`src/hw/glp_pkg.sv`:
```
`default_nettype none
// ----------------------------------------------------------------------
// shared constants of the level pwm encoder
// ----------------------------------------------------------------------
package glp_pkg;
    // default axi4-lite address width in bits
    localparam int          AXI_ADDR_W   = 12;
    // register indices, byte address is four times the index
    localparam logic [9:0]  PIN2_LL_IDX  = 10'h053;
    localparam logic [9:0]  PIN2_LH_IDX  = 10'h054;
    localparam logic [9:0]  PIN3_LL_IDX  = 10'h055;
    // reset values of the configuration registers
    localparam logic [15:0] LL_RESET     = 16'h007F;
    localparam logic [15:0] LH_RESET     = 16'h3F80;
    // writable bits of the high-level register, top two reserved
    localparam logic [15:0] LH_WMASK     = 16'h3FFF;
    // field positions inside a configuration word
    localparam int          TB_MSB       = 15;
    localparam int          TB_LSB       = 14;
    localparam int          HC_MSB       = 13;
    localparam int          HC_LSB       = 7;
    localparam int          LC_MSB       = 6;
    localparam int          LC_LSB       = 0;
    // tick lengths in master clock periods per selector code
    localparam logic [10:0] TICK_DIV_0   = 11'h010;
    localparam logic [10:0] TICK_DIV_1   = 11'h040;
    localparam logic [10:0] TICK_DIV_2   = 11'h100;
    localparam logic [10:0] TICK_DIV_3   = 11'h400;
    // axi response codes
    localparam logic [1:0]  RESP_OKAY    = 2'h0;
    localparam logic [1:0]  RESP_SLVERR  = 2'h2;
    // waveform phases, gray along static -> high -> low
    typedef enum logic [1:0] {
        GLP_STATIC = 2'h0,
        GLP_HIGH   = 2'h1,
        GLP_LOW    = 2'h3
    } glp_phase_e;
endpackage
`default_nettype wire

```
`src/hw/glp_top.sv`:
```
`timescale 1ns/1ns
`default_nettype none
// Contract
// - selector codes pick 16/64/256/1024 clock ticks
// - one selected tick drives pin pwm
// - period is high plus low ticks
// - high phase lasts high-count ticks
// - low phase lasts low-count ticks
// - zero high count gives static low
// - zero low count gives static high
// - both counts zero gives static low
// - pin level picks which counter pair
// - pin2 low-level register 53h reset 007Fh
// - pin2 high-level register 54h reset 3F80h
// - pin3 low-level register 55h reset 007Fh
module glp_top #(
    parameter int ADDR_W = glp_pkg::AXI_ADDR_W  // axi address width
) (
    input  wire logic              sys_clk,       // master clock, 100 MHz
    input  wire logic              rst_n,         // synchronous reset, active low
    input  wire logic [ADDR_W-1:0] s_axi_awaddr,  // write address
    input  wire logic              s_axi_awvalid, // write address valid
    output logic                   s_axi_awready, // write address ready
    input  wire logic [31:0]       s_axi_wdata,   // write data
    input  wire logic [3:0]        s_axi_wstrb,   // write byte enables
    input  wire logic              s_axi_wvalid,  // write data valid
    output logic                   s_axi_wready,  // write data ready
    output logic [1:0]             s_axi_bresp,   // write response
    output logic                   s_axi_bvalid,  // write response valid
    input  wire logic              s_axi_bready,  // write response ready
    input  wire logic [ADDR_W-1:0] s_axi_araddr,  // read address
    input  wire logic              s_axi_arvalid, // read address valid
    output logic                   s_axi_arready, // read address ready
    output logic [31:0]            s_axi_rdata,   // read data
    output logic [1:0]             s_axi_rresp,   // read response
    output logic                   s_axi_rvalid,  // read data valid
    input  wire logic              s_axi_rready,  // read data ready
    input  wire logic              pin2_level,    // programmed level of the fault-shared pin
    input  wire logic              pin3_level,    // programmed level of the next pin
    output logic                   pin2_out,      // encoded waveform, fault-shared pin
    output logic                   pin3_out       // encoded waveform, next pin
);
    import glp_pkg::*;

    // ------------------------------------------------------------------
    // register file and bus state
    // ------------------------------------------------------------------
    logic [15:0]       pin2_low_level_pwm_config;       // pin2 low-level word
    logic [15:0]       pin2_high_level_pwm_config;      // pin2 high-level word
    logic [15:0]       pin3_low_level_pwm_config;       // pin3 low-level word
    logic [15:0]       next_pin2_low_level_pwm_config;  // next pin2 low-level word
    logic [15:0]       next_pin2_high_level_pwm_config; // next pin2 high-level word
    logic [15:0]       next_pin3_low_level_pwm_config;  // next pin3 low-level word
    logic              aw_got;                          // write address held
    logic              w_got;                           // write data held
    logic              next_aw_got;                     // next address held
    logic              next_w_got;                      // next data held
    logic [ADDR_W-1:0] aw_addr;                         // held write address
    logic [ADDR_W-1:0] next_aw_addr;                    // next held address
    logic [31:0]       w_data;                          // held write data
    logic [31:0]       next_w_data;                     // next held data
    logic [3:0]        w_strb;                          // held byte enables
    logic [3:0]        next_w_strb;                     // next byte enables
    logic              next_awready;                    // next awready
    logic              next_wready;                     // next wready
    logic              next_bvalid;                     // next bvalid
    logic [1:0]        next_bresp;                      // next bresp
    logic              next_arready;                    // next arready
    logic              next_rvalid;                     // next rvalid
    logic [31:0]       next_rdata;                      // next rdata
    logic [1:0]        next_rresp;                      // next rresp
    logic [9:0]        w_idx;                           // word index of write
    logic [9:0]        r_idx;                           // word index of read

    assign w_idx = 10'(aw_addr[ADDR_W-1:2]);
    assign r_idx = 10'(s_axi_araddr[ADDR_W-1:2]);

    // merge the enabled byte lanes of a write into a 16-bit word
    function automatic logic [15:0] merge16(input logic [15:0] old,
                                            input logic [31:0] data,
                                            input logic [3:0]  strb);
        logic [15:0] res;
        res = old;
        if (strb[0]) begin
            res[7:0] = data[7:0];
        end
        if (strb[1]) begin
            res[15:8] = data[15:8];
        end
        return res;
    endfunction

    // ------------------------------------------------------------------
    // axi4-lite write and read channels
    // ------------------------------------------------------------------
    // address and data are taken in either order; response follows both
    always_comb begin
        next_aw_got  = aw_got;
        next_w_got   = w_got;
        next_aw_addr = aw_addr;
        next_w_data  = w_data;
        next_w_strb  = w_strb;
        next_bvalid  = s_axi_bvalid;
        next_bresp   = s_axi_bresp;
        next_pin2_low_level_pwm_config  = pin2_low_level_pwm_config;
        next_pin2_high_level_pwm_config = pin2_high_level_pwm_config;
        next_pin3_low_level_pwm_config  = pin3_low_level_pwm_config;
        // capture address
        if (s_axi_awvalid && s_axi_awready) begin
            next_aw_got  = 1'b1;
            next_aw_addr = s_axi_awaddr;
        end
        // capture data
        if (s_axi_wvalid && s_axi_wready) begin
            next_w_got  = 1'b1;
            next_w_data = s_axi_wdata;
            next_w_strb = s_axi_wstrb;
        end
        // retire a taken response
        if (s_axi_bvalid && s_axi_bready) begin
            next_bvalid = 1'b0;
        end
        // both halves held: commit the write
        if (aw_got && w_got && !s_axi_bvalid) begin
            next_aw_got = 1'b0;
            next_w_got  = 1'b0;
            next_bvalid = 1'b1;
            next_bresp  = RESP_OKAY;
            case (w_idx)
                PIN2_LL_IDX: begin
                    next_pin2_low_level_pwm_config =
                        merge16(pin2_low_level_pwm_config, w_data, w_strb);
                end
                PIN2_LH_IDX: begin
                    next_pin2_high_level_pwm_config =
                        merge16(pin2_high_level_pwm_config, w_data, w_strb) & LH_WMASK;
                end
                PIN3_LL_IDX: begin
                    next_pin3_low_level_pwm_config =
                        merge16(pin3_low_level_pwm_config, w_data, w_strb);
                end
                // unmapped: nothing stored, error answered
                default: begin
                    next_bresp = RESP_SLVERR;
                end
            endcase
        end
        // one write at a time: each ready only while its own half is not held and no response is pending
        next_awready = !next_aw_got && !next_bvalid;
        next_wready  = !next_w_got && !next_bvalid;
    end

    // read answers one cycle after the address is taken
    always_comb begin
        next_rvalid  = s_axi_rvalid;
        next_rdata   = s_axi_rdata;
        next_rresp   = s_axi_rresp;
        if (s_axi_rvalid && s_axi_rready) begin
            next_rvalid = 1'b0;
        end
        if (s_axi_arvalid && s_axi_arready) begin
            next_rvalid = 1'b1;
            next_rresp  = RESP_OKAY;
            case (r_idx)
                PIN2_LL_IDX: next_rdata = {16'h0000, pin2_low_level_pwm_config};
                PIN2_LH_IDX: next_rdata = {16'h0000, pin2_high_level_pwm_config};
                PIN3_LL_IDX: next_rdata = {16'h0000, pin3_low_level_pwm_config};
                default: begin
                    next_rdata = 32'h0000_0000;
                    next_rresp = RESP_SLVERR;
                end
            endcase
        end
        next_arready = !next_rvalid;
    end

    // register the bus and configuration state
    always_ff @(posedge sys_clk) begin
        if (!rst_n) begin
            aw_got        <= 1'b0;
            w_got         <= 1'b0;
            aw_addr       <= '0;
            w_data        <= 32'h0000_0000;
            w_strb        <= 4'h0;
            s_axi_awready <= 1'b0;
            s_axi_wready  <= 1'b0;
            s_axi_bvalid  <= 1'b0;
            s_axi_bresp   <= RESP_OKAY;
            s_axi_arready <= 1'b0;
            s_axi_rvalid  <= 1'b0;
            s_axi_rdata   <= 32'h0000_0000;
            s_axi_rresp   <= RESP_OKAY;
            pin2_low_level_pwm_config  <= LL_RESET;
            pin2_high_level_pwm_config <= LH_RESET;
            pin3_low_level_pwm_config  <= LL_RESET;
        end else begin
            aw_got        <= next_aw_got;
            w_got         <= next_w_got;
            aw_addr       <= next_aw_addr;
            w_data        <= next_w_data;
            w_strb        <= next_w_strb;
            s_axi_awready <= next_awready;
            s_axi_wready  <= next_wready;
            s_axi_bvalid  <= next_bvalid;
            s_axi_bresp   <= next_bresp;
            s_axi_arready <= next_arready;
            s_axi_rvalid  <= next_rvalid;
            s_axi_rdata   <= next_rdata;
            s_axi_rresp   <= next_rresp;
            pin2_low_level_pwm_config  <= next_pin2_low_level_pwm_config;
            pin2_high_level_pwm_config <= next_pin2_high_level_pwm_config;
            pin3_low_level_pwm_config  <= next_pin3_low_level_pwm_config;
        end
    end

    // ------------------------------------------------------------------
    // per-pin waveform generators
    // ------------------------------------------------------------------
    // pin3 has no high-level register here, so its high level stays static high
    logic [15:0] ch_ll  [2];  // low-level word per pin
    logic [15:0] ch_lh  [2];  // high-level word per pin
    logic        ch_lvl [2];  // programmed level per pin
    logic        ch_out [2];  // waveform flop per pin

    assign ch_ll[0]  = pin2_low_level_pwm_config;
    assign ch_ll[1]  = pin3_low_level_pwm_config;
    assign ch_lh[0]  = pin2_high_level_pwm_config;
    assign ch_lh[1]  = LH_RESET;
    assign ch_lvl[0] = pin2_level;
    assign ch_lvl[1] = pin3_level;
    assign pin2_out  = ch_out[0];
    assign pin3_out  = ch_out[1];

    for (genvar g = 0; g < 2; g++) begin : g_ch
        glp_phase_e  phase;       // current phase
        glp_phase_e  next_phase;  // next phase
        logic [10:0] pre;         // prescaler count within a tick
        logic [10:0] next_pre;    // next prescaler count
        logic [6:0]  cnt;         // ticks left in the phase
        logic [6:0]  next_cnt;    // next ticks left
        logic [1:0]  tb;          // tick select latched at boundary
        logic [1:0]  next_tb;     // next latched tick select
        logic [6:0]  lc;          // low count latched at boundary
        logic [6:0]  next_lc;     // next latched low count
        logic        next_out;    // next waveform level
        logic [15:0] sel;         // word chosen by the pin level
        logic [10:0] div;         // tick length in clocks
        logic        tick;        // last clock of a tick
        logic        boundary;    // period ends this cycle

        // current level picks its counter pair
        assign sel = ch_lvl[g] ? ch_lh[g] : ch_ll[g];

        always_comb begin
            case (tb)
                2'h0:    div = TICK_DIV_0;
                2'h1:    div = TICK_DIV_1;
                2'h2:    div = TICK_DIV_2;
                default: div = TICK_DIV_3;
            endcase
        end

        // one tick serves both phases of the pin
        assign tick     = (pre == div - 11'h001);
        // period closes after the low phase
        assign boundary = (phase == GLP_STATIC) ||
                          (phase == GLP_LOW && tick && cnt == 7'h01);

        // phase sequencing; static levels re-evaluate every clock
        always_comb begin
            next_phase = phase;
            next_pre   = pre;
            next_cnt   = cnt;
            next_tb    = tb;
            next_lc    = lc;
            next_out   = ch_out[g];
            // running phases count ticks
            if (phase != GLP_STATIC) begin
                next_pre = tick ? 11'h000 : pre + 11'h001;
                if (tick) begin
                    next_cnt = cnt - 7'h01;
                end
            end
            // high done, low lasts latched count
            if (phase == GLP_HIGH && tick && cnt == 7'h01) begin
                next_phase = GLP_LOW;
                next_cnt   = lc;
                next_out   = 1'b0;
            end
            if (boundary) begin
                next_pre = 11'h000;
                next_tb  = sel[TB_MSB:TB_LSB];
                next_lc  = sel[LC_MSB:LC_LSB];
                if (sel[HC_MSB:HC_LSB] == 7'h00) begin
                    next_phase = GLP_STATIC;
                    next_out   = 1'b0;
                end else if (sel[LC_MSB:LC_LSB] == 7'h00) begin
                    next_phase = GLP_STATIC;
                    next_out   = 1'b1;
                end else begin
                    next_phase = GLP_HIGH;
                    next_cnt   = sel[HC_MSB:HC_LSB];
                    next_out   = 1'b1;
                end
            end
        end

        // register the generator state
        always_ff @(posedge sys_clk) begin
            if (!rst_n) begin
                phase     <= GLP_STATIC;
                pre       <= 11'h000;
                cnt       <= 7'h00;
                tb        <= 2'h0;
                lc        <= 7'h00;
                ch_out[g] <= 1'b0;
            end else begin
                phase     <= next_phase;
                pre       <= next_pre;
                cnt       <= next_cnt;
                tb        <= next_tb;
                lc        <= next_lc;
                ch_out[g] <= next_out;
            end
        end
    end

endmodule // glp_top
`default_nettype wire

```
`config.mk`:
```
export PLATFORM = sky130hd
export DESIGN_NAME = glp_top
export DESIGN_NICKNAME = d
export VERILOG_FILES = /design/src/hw/glp_pkg.sv /design/src/hw/glp_top.sv
export SDC_FILE = /design/constraint.sdc
export NUM_CORES = 1
export LEC_CHECK = 0
export BUFFER_PORTS_ARGS = -buffer_cell sky130_fd_sc_hd__buf_2
export CORE_ASPECT_RATIO = 1.1
export CORE_UTILIZATION = 45
export CTS_BUF_LIST = sky130_fd_sc_hd__clkbuf_2
export CTS_CLUSTER_DIAMETER = 40
export CTS_CLUSTER_SIZE = 30
export DETAILED_ROUTE_END_ITERATION = 8
export PLACE_DENSITY = 0.74
export SYNTH_ARGS = -nofsm -noshare
export SYNTH_HDL_FRONTEND = slang
export SYNTH_SLANG_ARGS = --single-unit
```
`constraint.sdc`:
```
create_clock -name sys_clk -period 4.3 [get_ports sys_clk]
set_input_delay 1.29 -clock sys_clk [delete_from_list [all_inputs] [get_ports sys_clk]]
set_output_delay 1.29 -clock sys_clk [all_outputs]
set_load 0.05 [all_outputs]
```
* Word level (Yosys, flattened, before mapping)
Memory sizes are Yosys's and may differ from the RTL's.
Index checks and enable logic that the tools add are counted.
W data, S select, Z words.
** Word-level totals
- RAM bits :: 2
- Output and inout bits :: 43
- Flip-flop bits (word level) :: 177
- Logic and storage cells :: 150
- Memory bits (read-only) :: 0
- Latch bits :: 0
- Input port bits :: 69
- Memories kept :: 1
** Memories
- ch_out :: words 2, bits a word 1, rd ports 2, clocked after memory_dff 0, write ports 2, line glp_top.sv:223 : logic ch_out [2];
** Cells by class
- Mux-type cells :: 47
- Bitwise operators :: 3
- Multipliers :: 0
- Reductions and logical operators :: 46
- Add/subtract/negate cells :: 6
- Shift operators :: 0
- Equal/unequal tests :: 18
- Magnitude comparators :: 0
- Div/mod/pow operators :: 0
** Operator list (count)
- $mux W7 :: 12
- $pmux W11 S3 :: 2
- $eq A10 B7 Y1 const B :: 6
- $pmux W16 S3 :: 1
- $mux W16 :: 2
- $logic_not A7 Y1 :: 4
- $add A11 B1 Y11 const B :: 2
- $eq A11 B11 Y1 :: 2
- $mux W1 :: 22
- $mux W11 :: 2
- $sub A11 B1 Y11 const B :: 2
- $reduce_and A3 Y1 :: 6
- $logic_and A1 B1 Y1 :: 17
- $eq A7 B1 Y1 const B :: 2
- $sub A7 B1 Y7 const B :: 2
- $mux W2 :: 6
- $eq A2 B1 Y1 const B :: 4
- $eq A2 B2 Y1 const B :: 4
- $logic_not A2 Y1 :: 4
- $reduce_bool A2 Y1 :: 4
- $reduce_or A3 Y1 :: 2
- $logic_not A1 Y1 :: 5
- $reduce_or A2 Y1 :: 2
- $logic_or A1 B1 Y1 :: 2
- other kinds (2) :: 3

* Logic depth before layout (Yosys ltp)
Gate-level depths: netlist (run 1).
- Depth after elaboration :: 10
- Depth in mapped cells :: 11
- Depth with buffers taken out :: 8

* Worst setup path before layout (run 1)
Ideal clock, no wire load.
- Kind :: input to register
- From :: input port s_axi_araddr[10]
- To :: register s_axi_rdata[12]
- Buffers on the path :: 1
- Cell stages on the path :: 7
- Arrival time :: 2.833 ns
- Library setup time :: 0.065 ns
- Slack :: 1.401 ns
- Required time :: 4.235 ns
- Cell sequence :: nor4b_1 -> nand2_1 -> nor3_1 -> clkbuf_1 -> a222oi_1 -> a2bb2oi_1 -> nor2_1
** Between the ends
- Word-level cells in the longest chain between the ends :: 2
- Elaborated cells between the ends (all ways) :: 4
- Those cells by class :: 3 x eq/ne; 1 x mux
** Ends and longest elaborated chain
- start: declaration :: line glp_top.sv:31 : input wire logic [ADDR_W-1:0] s_axi_araddr,
- $eq A10 B7 Y1 :: line glp_top.sv:164 : case (r_idx)
- $pmux W16 S3 (*) :: line glp_top.sv:164
- end signal: assignment :: line glp_top.sv:208 : s_axi_rdata <= next_rdata;
- end: declaration :: line glp_top.sv:34 : output logic [31:0] s_axi_rdata,
Mark *: on every way between the ends. The rest lies on a longest branch, timed or not.
A chain may end at the register's enable or synchronous reset.

* Worst setup path in the final report (run 1)
- From :: register g_ch[0].tb[0]
- To :: register g_ch[0].tb[1]
** Between the ends
- Word-level cells in the longest chain between the ends :: 7
- Elaborated cells between the ends (all ways) :: 9
- Those cells by class :: 1 x add/sub; 3 x eq/ne; 1 x mux; 4 x reduce/logical
** Ends and longest elaborated chain
- start: declaration :: line glp_top.sv:241 : logic [1:0] tb;
- start signal: assignment :: line glp_top.sv:321 : tb <= next_tb;
- $eq A2 B2 Y1, or another cell as far along :: line glp_top.sv:255 : case (tb)
- $pmux W11 S3 (*) :: line glp_top.sv:255
- $sub A11 B1 Y11 (*) :: line glp_top.sv:264 : assign tick = (pre == div - 11'h001);
- $eq A11 B11 Y1 (*) :: line glp_top.sv:264
- $logic_and A1 B1 Y1 (*) (2 in series) :: line glp_top.sv:267 : (phase == GLP_LOW && tick && cnt == 7'h01);
- $logic_or A1 B1 Y1 (*) :: line glp_top.sv:266 : assign boundary = (phase == GLP_STATIC) ||
Marked as above.

==> results of run 1 <==
==> power groups by stage <==
stage	sequential, W	clock [W]	combinational, W
2_1_floorplan	0.00158	0	0.000171
3_3_place_gp	0.00157	0	0.000216
3_5_place_dp	0.00157	0	0.000219
4_1_cts	0.00154	0.000847	0.000220
5_1_grt	0.00155	0.000910	0.000243
6_report	0.00154	0.000821	0.000219
==> cell type report <==
cell class	count	area, µm²	area share [%]
well taps	200	250	3.16
flip-flops and latches	159	3190	40.3
clock inverters	11	144	1.81
clock buffers	18	90.1	1.14
diodes	1	2.50	0.0316
inverters	14	52.6	0.663
multi-input cells	644	3770	47.6
repair buffers	80	423	5.33
==> cell usage in the layout, fill, tap and decap left out, types with 4 or more instances in the layout <==
master	instances
nand2_1	167
dfxtp_1	158
nor2_1	80
buf_2	71
a21oi_1	56
nand3_1	45
mux2i_1	32
conb_1	18
clkbuf_2	18
xnor2_1	17
nor3_1	16
xor2_1	16
a222oi_1	14
a2bb2oi_1	14
and3_1	14
o21ai_0	13
inv_1	13
nor2b_1	13
nor4_1	9
buf_4	9
ha_1	8
o211ai_1	7
o2111ai_1	7
and2_1	5
nand2b_1	5
mux2_2	5
nand4_1	5
a211oi_1	5
or2_2	4
or4_1	4
o22ai_1	4
a31oi_1	4
clkinv_2	4
==> metrics by stage <==
step                      hold slack, ns  util (%)  cell area, µm²
after floorplan                    0.418         -            7430
after global placement             0.434      48.5            7690
after detailed placement           0.443      48.5            7690
after CTS                          0.467      50.0            7930
after global routing               0.487      50.0            7930
final                              0.460      50.0            7930
==> cells by family (layout without fill, tap and decap cells) <==
| family | after synthesis | in the layout | share of synthesized area (%) |
|---|---|---|---|
| xor+xnor | 33 | 33 | 3.92 |
| buf+inv | 78 | 123 | 6.30 |
| compound gates | 157 | 157 | 15.4 |
| other cells | 1 | 19 | 0.0509 |
| flops | 159 | 159 | 43.3 |
| fa+ha+maj | 8 | 8 | 1.36 |
| mux | 37 | 37 | 5.11 |
| simple gates | 391 | 391 | 24.5 |
==> worst reg2reg max path, stage by stage (launching register included) <==
cell and delay (ns):
dfxtp_1 0.47, or2b_2 0.32, ha_1 0.28, xor2_1 0.19, and3_1 0.37, o2111a_1 0.27
or2_1 0.53, mux2i_1 0.26, nor2_1 0.05
==> sequential cells by signal, indices dropped and copies added (netlist names), 2 cells and up <==
| register | cells |
|---|---|
| g_ch.phase | 4 |
| w_strb | 2 |
| pin3_low_level_pwm_config | 16 |
| g_ch.pre | 22 |
| g_ch.tb | 4 |
| aw_addr | 10 |
| g_ch.lc | 14 |
| pin2_high_level_pwm_config | 14 |
| w_data | 16 |
| s_axi_rdata | 16 |
| pin2_low_level_pwm_config | 16 |
| ch_out | 2 |
| g_ch.cnt | 14 |
==> routing by layer <==
layer | global-route usage (%) | up-vias | part of all wire, %
met5 | 0 | - | 0
li1 | - | 3113 | -
met3 | 4.91 | 31 | 7.1
met4 | 8.66 | 0 | 2.8
met2 | 31.9 | 224 | 44
met1 | 29.0 | 2885 | 46
==> worst min path at each step <==
| stage | depth (start not counted) | start | end | slack, ns |
|---|---|---|---|---|
| floorplan | 1 | g_ch[1].pre[0]$_SDFFE_PP0N_ | g_ch[1].pre[0]$_SDFFE_PP0N_ | 0.42 |
| global placement | 1 | g_ch[1].pre[0]$_SDFFE_PP0N_ | g_ch[1].pre[0]$_SDFFE_PP0N_ | 0.43 |
| detailed placement | 2 | aw_addr[7]$_SDFFE_PN0P_ | aw_addr[7]$_SDFFE_PN0P_ | 0.44 |
| CTS | 2 | aw_addr[7]$_SDFFE_PN0P_ | aw_addr[7]$_SDFFE_PN0P_ | 0.47 |
| global route | 2 | aw_addr[9]$_SDFFE_PN0P_ | aw_addr[9]$_SDFFE_PN0P_ | 0.49 |
| finish | 1 | w_got$_SDFF_PN0_ | s_axi_wready$_SDFF_PN0_ | 0.46 |
==> results.sh, run 1 <==
export IMPL_outcome="finished, final reports clean"
export IMPL_crit_buf_inv=0
export IMPL_post_cts_setup_buffer_count=0
export IMPL_clkLatencyLatePin_ns=0.73
export IMPL_crit_family="simple AND/OR/NAND/NOR gates"
export IMPL_fmax_ghz=0.349
export IMPL_gr_total_overflow=0
export IMPL_std_cell_rows=48
export IMPL_clkPwrFrac_pct=31.8
export IMPL_reg2reg_to="g_ch[0].tb[1]$_SDFFE_PN0P_"
export IMPL_swShare_pct=26.6
export IMPL_synth_area_leaders="dfxtp_1, nand2_1, mux2i_1"
export IMPL_cts_max_level=4
export IMPL_total_leakage_power_nw=3.24
export IMPL_ctsHoldBuffers=0
export IMPL_cts_sinks=159
export IMPL_syn_area_um2=7370
export IMPL_hpwl_um=12400
export IMPL_p_switching_w=0.000686
export IMPL_final_hold_viol_count=0
export IMPL_r2r_setup_slack_ns=1.44
export IMPL_ys_ff_latch=159
export IMPL_wirelength_um=16900
export IMPL_combPwrFrac_pct=8.5
export IMPL_synth_edff_count=1
export IMPL_final_setup_tns_ns=0
export IMPL_drtIter0Drc=425
export IMPL_setup_worst_path_start="g_ch[0].tb[0]$_SDFFE_PN0P_"
export IMPL_path_cells="or2b_2 > ha_1 > xor2_1 > and3_1 > o2111a_1 > or2_1 > mux2i_1 > nor2_1"
export IMPL_cp_required_ns=4.90
export IMPL_drc=0
export IMPL_nFillCells=1603
export IMPL_yosysTopAreaCell="dfxtp_1"
export IMPL_cp_num_cells=8
export IMPL_post_route_min_period_ns=2.86
export IMPL_fin_nets=993
export IMPL_crit_path_start_kind="flop"
export IMPL_routabilityCongestion=0.869
export IMPL_cap_violations=0
export IMPL_cts_resized=0
export IMPL_timing_slew_headroom_pct=47.7
export IMPL_clock_root_buffer="clkbuf_2"
export IMPL_peakVddDrop_v=0.000200
export IMPL_synth_area_per_cell_um2=8.53
export IMPL_power_total_w=0.00258
export IMPL_start_util_pct=46.5
export IMPL_place_inst=1097
export IMPL_pin_count=112
export IMPL_syn_inst=864
export IMPL_slowest_delay_ns=0.53
export IMPL_setup_viol=0
export IMPL_power_density_nw_per_um2=326
export IMPL_synth_commonest_cells="nand2_1, dfxtp_1, nor2_1"
export IMPL_grt_pass1_wl_um=27800
export IMPL_grt_max_degree=54
export IMPL_grt_setup_unrepaired="false"
export IMPL_ff2ff_path_depth=8
export IMPL_synth_warnings=0
export IMPL_die_area_um2=16900
export IMPL_syn_to_final_growth_pct=7.63
export IMPL_avgRoutedWirePerCell_um=15.0
export IMPL_chipWidth_um=124
export IMPL_cts_made_buffers=17
export IMPL_synth_most_common_cell="nand2_1"
export IMPL_drt_pass1_iter_count=5
export IMPL_final_cells=1127
export IMPL_dp_slack_ns=1.16
export IMPL_drv_slew=0
export IMPL_die_h_um=136
export IMPL_tightest_slew_ns=0.783
export IMPL_synth_flop_cell="dfxtp_1"
export IMPL_ys_async_sr_fraction_pct=0
export IMPL_viasPerCell=5.55
export IMPL_p_int_w=0.00190
export IMPL_synth_cell_types=71
export IMPL_coreArea_um2=15900
export IMPL_critPathKind="reg2reg"
export IMPL_antenna_found_initial=1
export IMPL_grt_pass1_vias=5678
export IMPL_cpMaxStageDelayCell="or2_1"
export IMPL_worst_setup_path_end_kind="flop"
export IMPL_timing_rr_start="g_ch[0].tb[0]$_SDFFE_PN0P_"
export IMPL_synth_top_area_share_pct=42.9
export IMPL_pwr_share_seq_pct=59.7
export IMPL_port_buffers=71
export IMPL_drive_gt1_share_pct=14.6
export IMPL_grtUsageTotal_pct=21.2
export IMPL_setup_ws_ns=1.44
export IMPL_endpoint="g_ch[0].tb[1]$_SDFFE_PN0P_"
export IMPL_drtAntennaViolNets=0
export IMPL_final_setup_skew_ns=0.0421
export IMPL_path_clk_slew_ns=0.22
export IMPL_clock_path_buffers=2
export IMPL_cts_tree="built"
export IMPL_period_share_pct=66.6
export IMPL_worstHoldPathType="reg2reg"
export IMPL_vias=6253
export IMPL_ys_seq_area_share_pct=43.3
export IMPL_crit_path_max_fanout=16
export IMPL_cp_data_arrival_time_ns=3.46
No activity file was read; power rests on OpenSTA's default activity.
==> run 2: changes to the inputs <==
--- a/config.mk
+++ b/config.mk
@@ -12,7 +12,7 @@
 export CTS_CLUSTER_DIAMETER = 40
 export CTS_CLUSTER_SIZE = 30
 export DETAILED_ROUTE_END_ITERATION = 8
-export PLACE_DENSITY = 0.74
+export PLACE_DENSITY = 0.76
 export SYNTH_ARGS = -nofsm -noshare
 export SYNTH_HDL_FRONTEND = slang
 export SYNTH_SLANG_ARGS = --single-unit
==> constraint.sdc (replaced) <==
create_clock -name sys_clk -period 2.4 [get_ports sys_clk]
set_input_delay 0.72 -clock sys_clk [delete_from_list [all_inputs] [get_ports sys_clk]]
set_output_delay 0.72 -clock sys_clk [all_outputs]
set_load 0.05 [all_outputs]
==> results.sh, run 2 (synthesized netlist as in run 1, its figures left out) <==
export IMPL_crit_path_start_kind="flop"
export IMPL_crit_buf_inv=1
export IMPL_final_hold_viol_count=0
export IMPL_cts_tree="built"
export IMPL_slowest_delay_ns=0.40
export IMPL_start_util_pct=46.5
export IMPL_final_setup_skew_ns=0.0224
export IMPL_cp_data_arrival_time_ns=3.04
export IMPL_drtAntennaViolNets=0
export IMPL_drc=0
export IMPL_wirelength_um=17500
export IMPL_std_cell_rows=48
export IMPL_viasPerCell=5.52
export IMPL_hpwl_um=12400
export IMPL_syn_to_final_growth_pct=11.3
export IMPL_routabilityCongestion=0.843
export IMPL_setup_viol=0
export IMPL_period_share_pct=98.4
export IMPL_cp_required_ns=3.07
export IMPL_pin_count=112
export IMPL_final_common_cell="nand2_1"
export IMPL_fmax_ghz=0.423
export IMPL_worstHoldPathType="in2reg"
export IMPL_drive_gt1_share_pct=18.6
export IMPL_nFillCells=1538
export IMPL_largest_reg_flops=22
export IMPL_crit_family="simple AND/OR/NAND/NOR gates"
export IMPL_grt_setup_unrepaired="true"
export IMPL_clock_root_buffer="clkbuf_2"
export IMPL_worst_setup_path_end_kind="flop"
export IMPL_grt_pass1_wl_um=28400
export IMPL_power_density_nw_per_um2=529
export IMPL_cts_sinks=159
export IMPL_cap_violations=0
export IMPL_cts_max_level=4
export IMPL_tightest_slew_ns=0.656
export IMPL_coreArea_um2=15900
export IMPL_drv_slew=0
export IMPL_port_buffers=71
export IMPL_chipWidth_um=124
export IMPL_final_cells=1156
export IMPL_gr_total_overflow=0
export IMPL_avgRoutedWirePerCell_um=15.1
export IMPL_cpMaxStageDelayCell="dfxtp_2"
export IMPL_drt_pass1_iter_count=9
export IMPL_die_h_um=136
export IMPL_path_cells="or2b_2 > ha_4 > xor2_2 > and3_4 > buf_6 > nand4_1 > or3_1 > a21o_1 > a31oi_1"
export IMPL_peakVddDrop_v=0.000345
export IMPL_path_clk_slew_ns=0.21
export IMPL_clock_path_buffers=2
export IMPL_cts_made_buffers=17
export IMPL_critPathKind="reg2reg"
export IMPL_power_total_w=0.00434
export IMPL_antenna_found_initial=1
export IMPL_total_leakage_power_nw=3.37
export IMPL_largest_register="g_ch.pre"
export IMPL_vias=6381
export IMPL_fin_nets=1020
export IMPL_timing_slew_headroom_pct=56.2
export IMPL_outcome="finished, final reports clean"
export IMPL_crit_path_max_fanout=7
export IMPL_ctsHoldBuffers=0
export IMPL_clkLatencyLatePin_ns=0.72
export IMPL_final_setup_tns_ns=0
export IMPL_grt_pass1_vias=5853
export IMPL_post_route_min_period_ns=2.36
export IMPL_drtIter0Drc=534
export IMPL_die_area_um2=16900
export IMPL_layout_common_cells="nand2_1, dfxtp_1, nor2_1, buf_2, a21oi_1"
export IMPL_place_inst=1122
export IMPL_grtUsageTotal_pct=21.6
export IMPL_grt_max_degree=48
==> run 2: cell types whose count changed in the layout (fill, tap and decap cells not counted), sizes merged <==
| cell | before | now |
|---|---|---|
| buf | 80 | 107 |
| bufinv | 3 | 0 |
| clkbuf | 18 | 19 |
| clkinv | 6 | 9 |
| clkinvlp | 1 | 3 |
| inv | 15 | 14 |
==> run 2: path summary, 6_finish.rpt <==
check,from,end,slack [ns],depth (start not counted)
worst min-delay path,s_axi_awaddr[6],aw_addr[6]$_SDFFE_PN0P_,0.20,3
worst min register to register,aw_addr[7]$_SDFFE_PN0P_,aw_addr[7]$_SDFFE_PN0P_,0.46,2
worst max-delay path,g_ch[0].tb[0]$_SDFFE_PN0P_,g_ch[0].cnt[6]$_SDFF_PN0_,0.04,9
worst max register to register,g_ch[0].tb[0]$_SDFFE_PN0P_,g_ch[0].cnt[6]$_SDFF_PN0_,0.04,9
==> run 2: per-stage QoR <==
step	setup slack (ns)	cell area (µm²)	util (%)	hold WS, ns
6_report	0.0381	8200	51.7	0.199
2_1_floorplan	0.0343	7430	-	0.418
4_1_cts	0.00329	8100	51.1	0.137
3_5_place_dp	-0.0707	7920	49.9	0.442
5_1_grt	-0.0812	8200	51.7	0.120
3_3_place_gp	-0.0287	7920	49.9	0.434
==> run 2: layout make-up <==
type	instances	area (µm²)	area share, %
Timing Repair Buffer	107	678	8.27
Inverter	14	52.6	0.641
Clock buffer	19	95.1	1.16
Tap cell	200	250	3.05
Clock inverter	12	73.8	0.900
Sequential cell	159	3200	39.0
Multi-Input combinational cell	644	3850	46.9
Antenna cell	1	2.50	0.0305
==> run 2: layer usage <==
metal / routed length (µm) / GRT usage (%) / share of wire [%] / up-vias
li1: - / - / - / 3160
met1: 8080 / 29.3 / 46 / 2920
met2: 7930 / 33.8 / 45 / 258
met3: 1050 / 3.27 / 6.0 / 43
met4: 413 / 9.19 / 2.4 / 0
met5: 0 / 0 / 0 / -
==> run 2: worst min-delay path, cell delays in order <==
cell and delay [ns]:
buf_2 0.09, nand2_1 0.04, a21oi_1 0.05
==> run 2: where the power goes <==
part | internal (W) | switching [W]
clock network | 0.000258 | 0.000902
logic | 0.000135 | 0.000275
registers | 0.00271 | 0.0000560
==> run 2: timing repair <==
item	CTS	global route
pin swaps	0	3
hold endpoints to repair	0	0
setup buffers	0	1
endpoints found under the setup margin	9	35
cloned	0	1
gates resized for setup	3	25
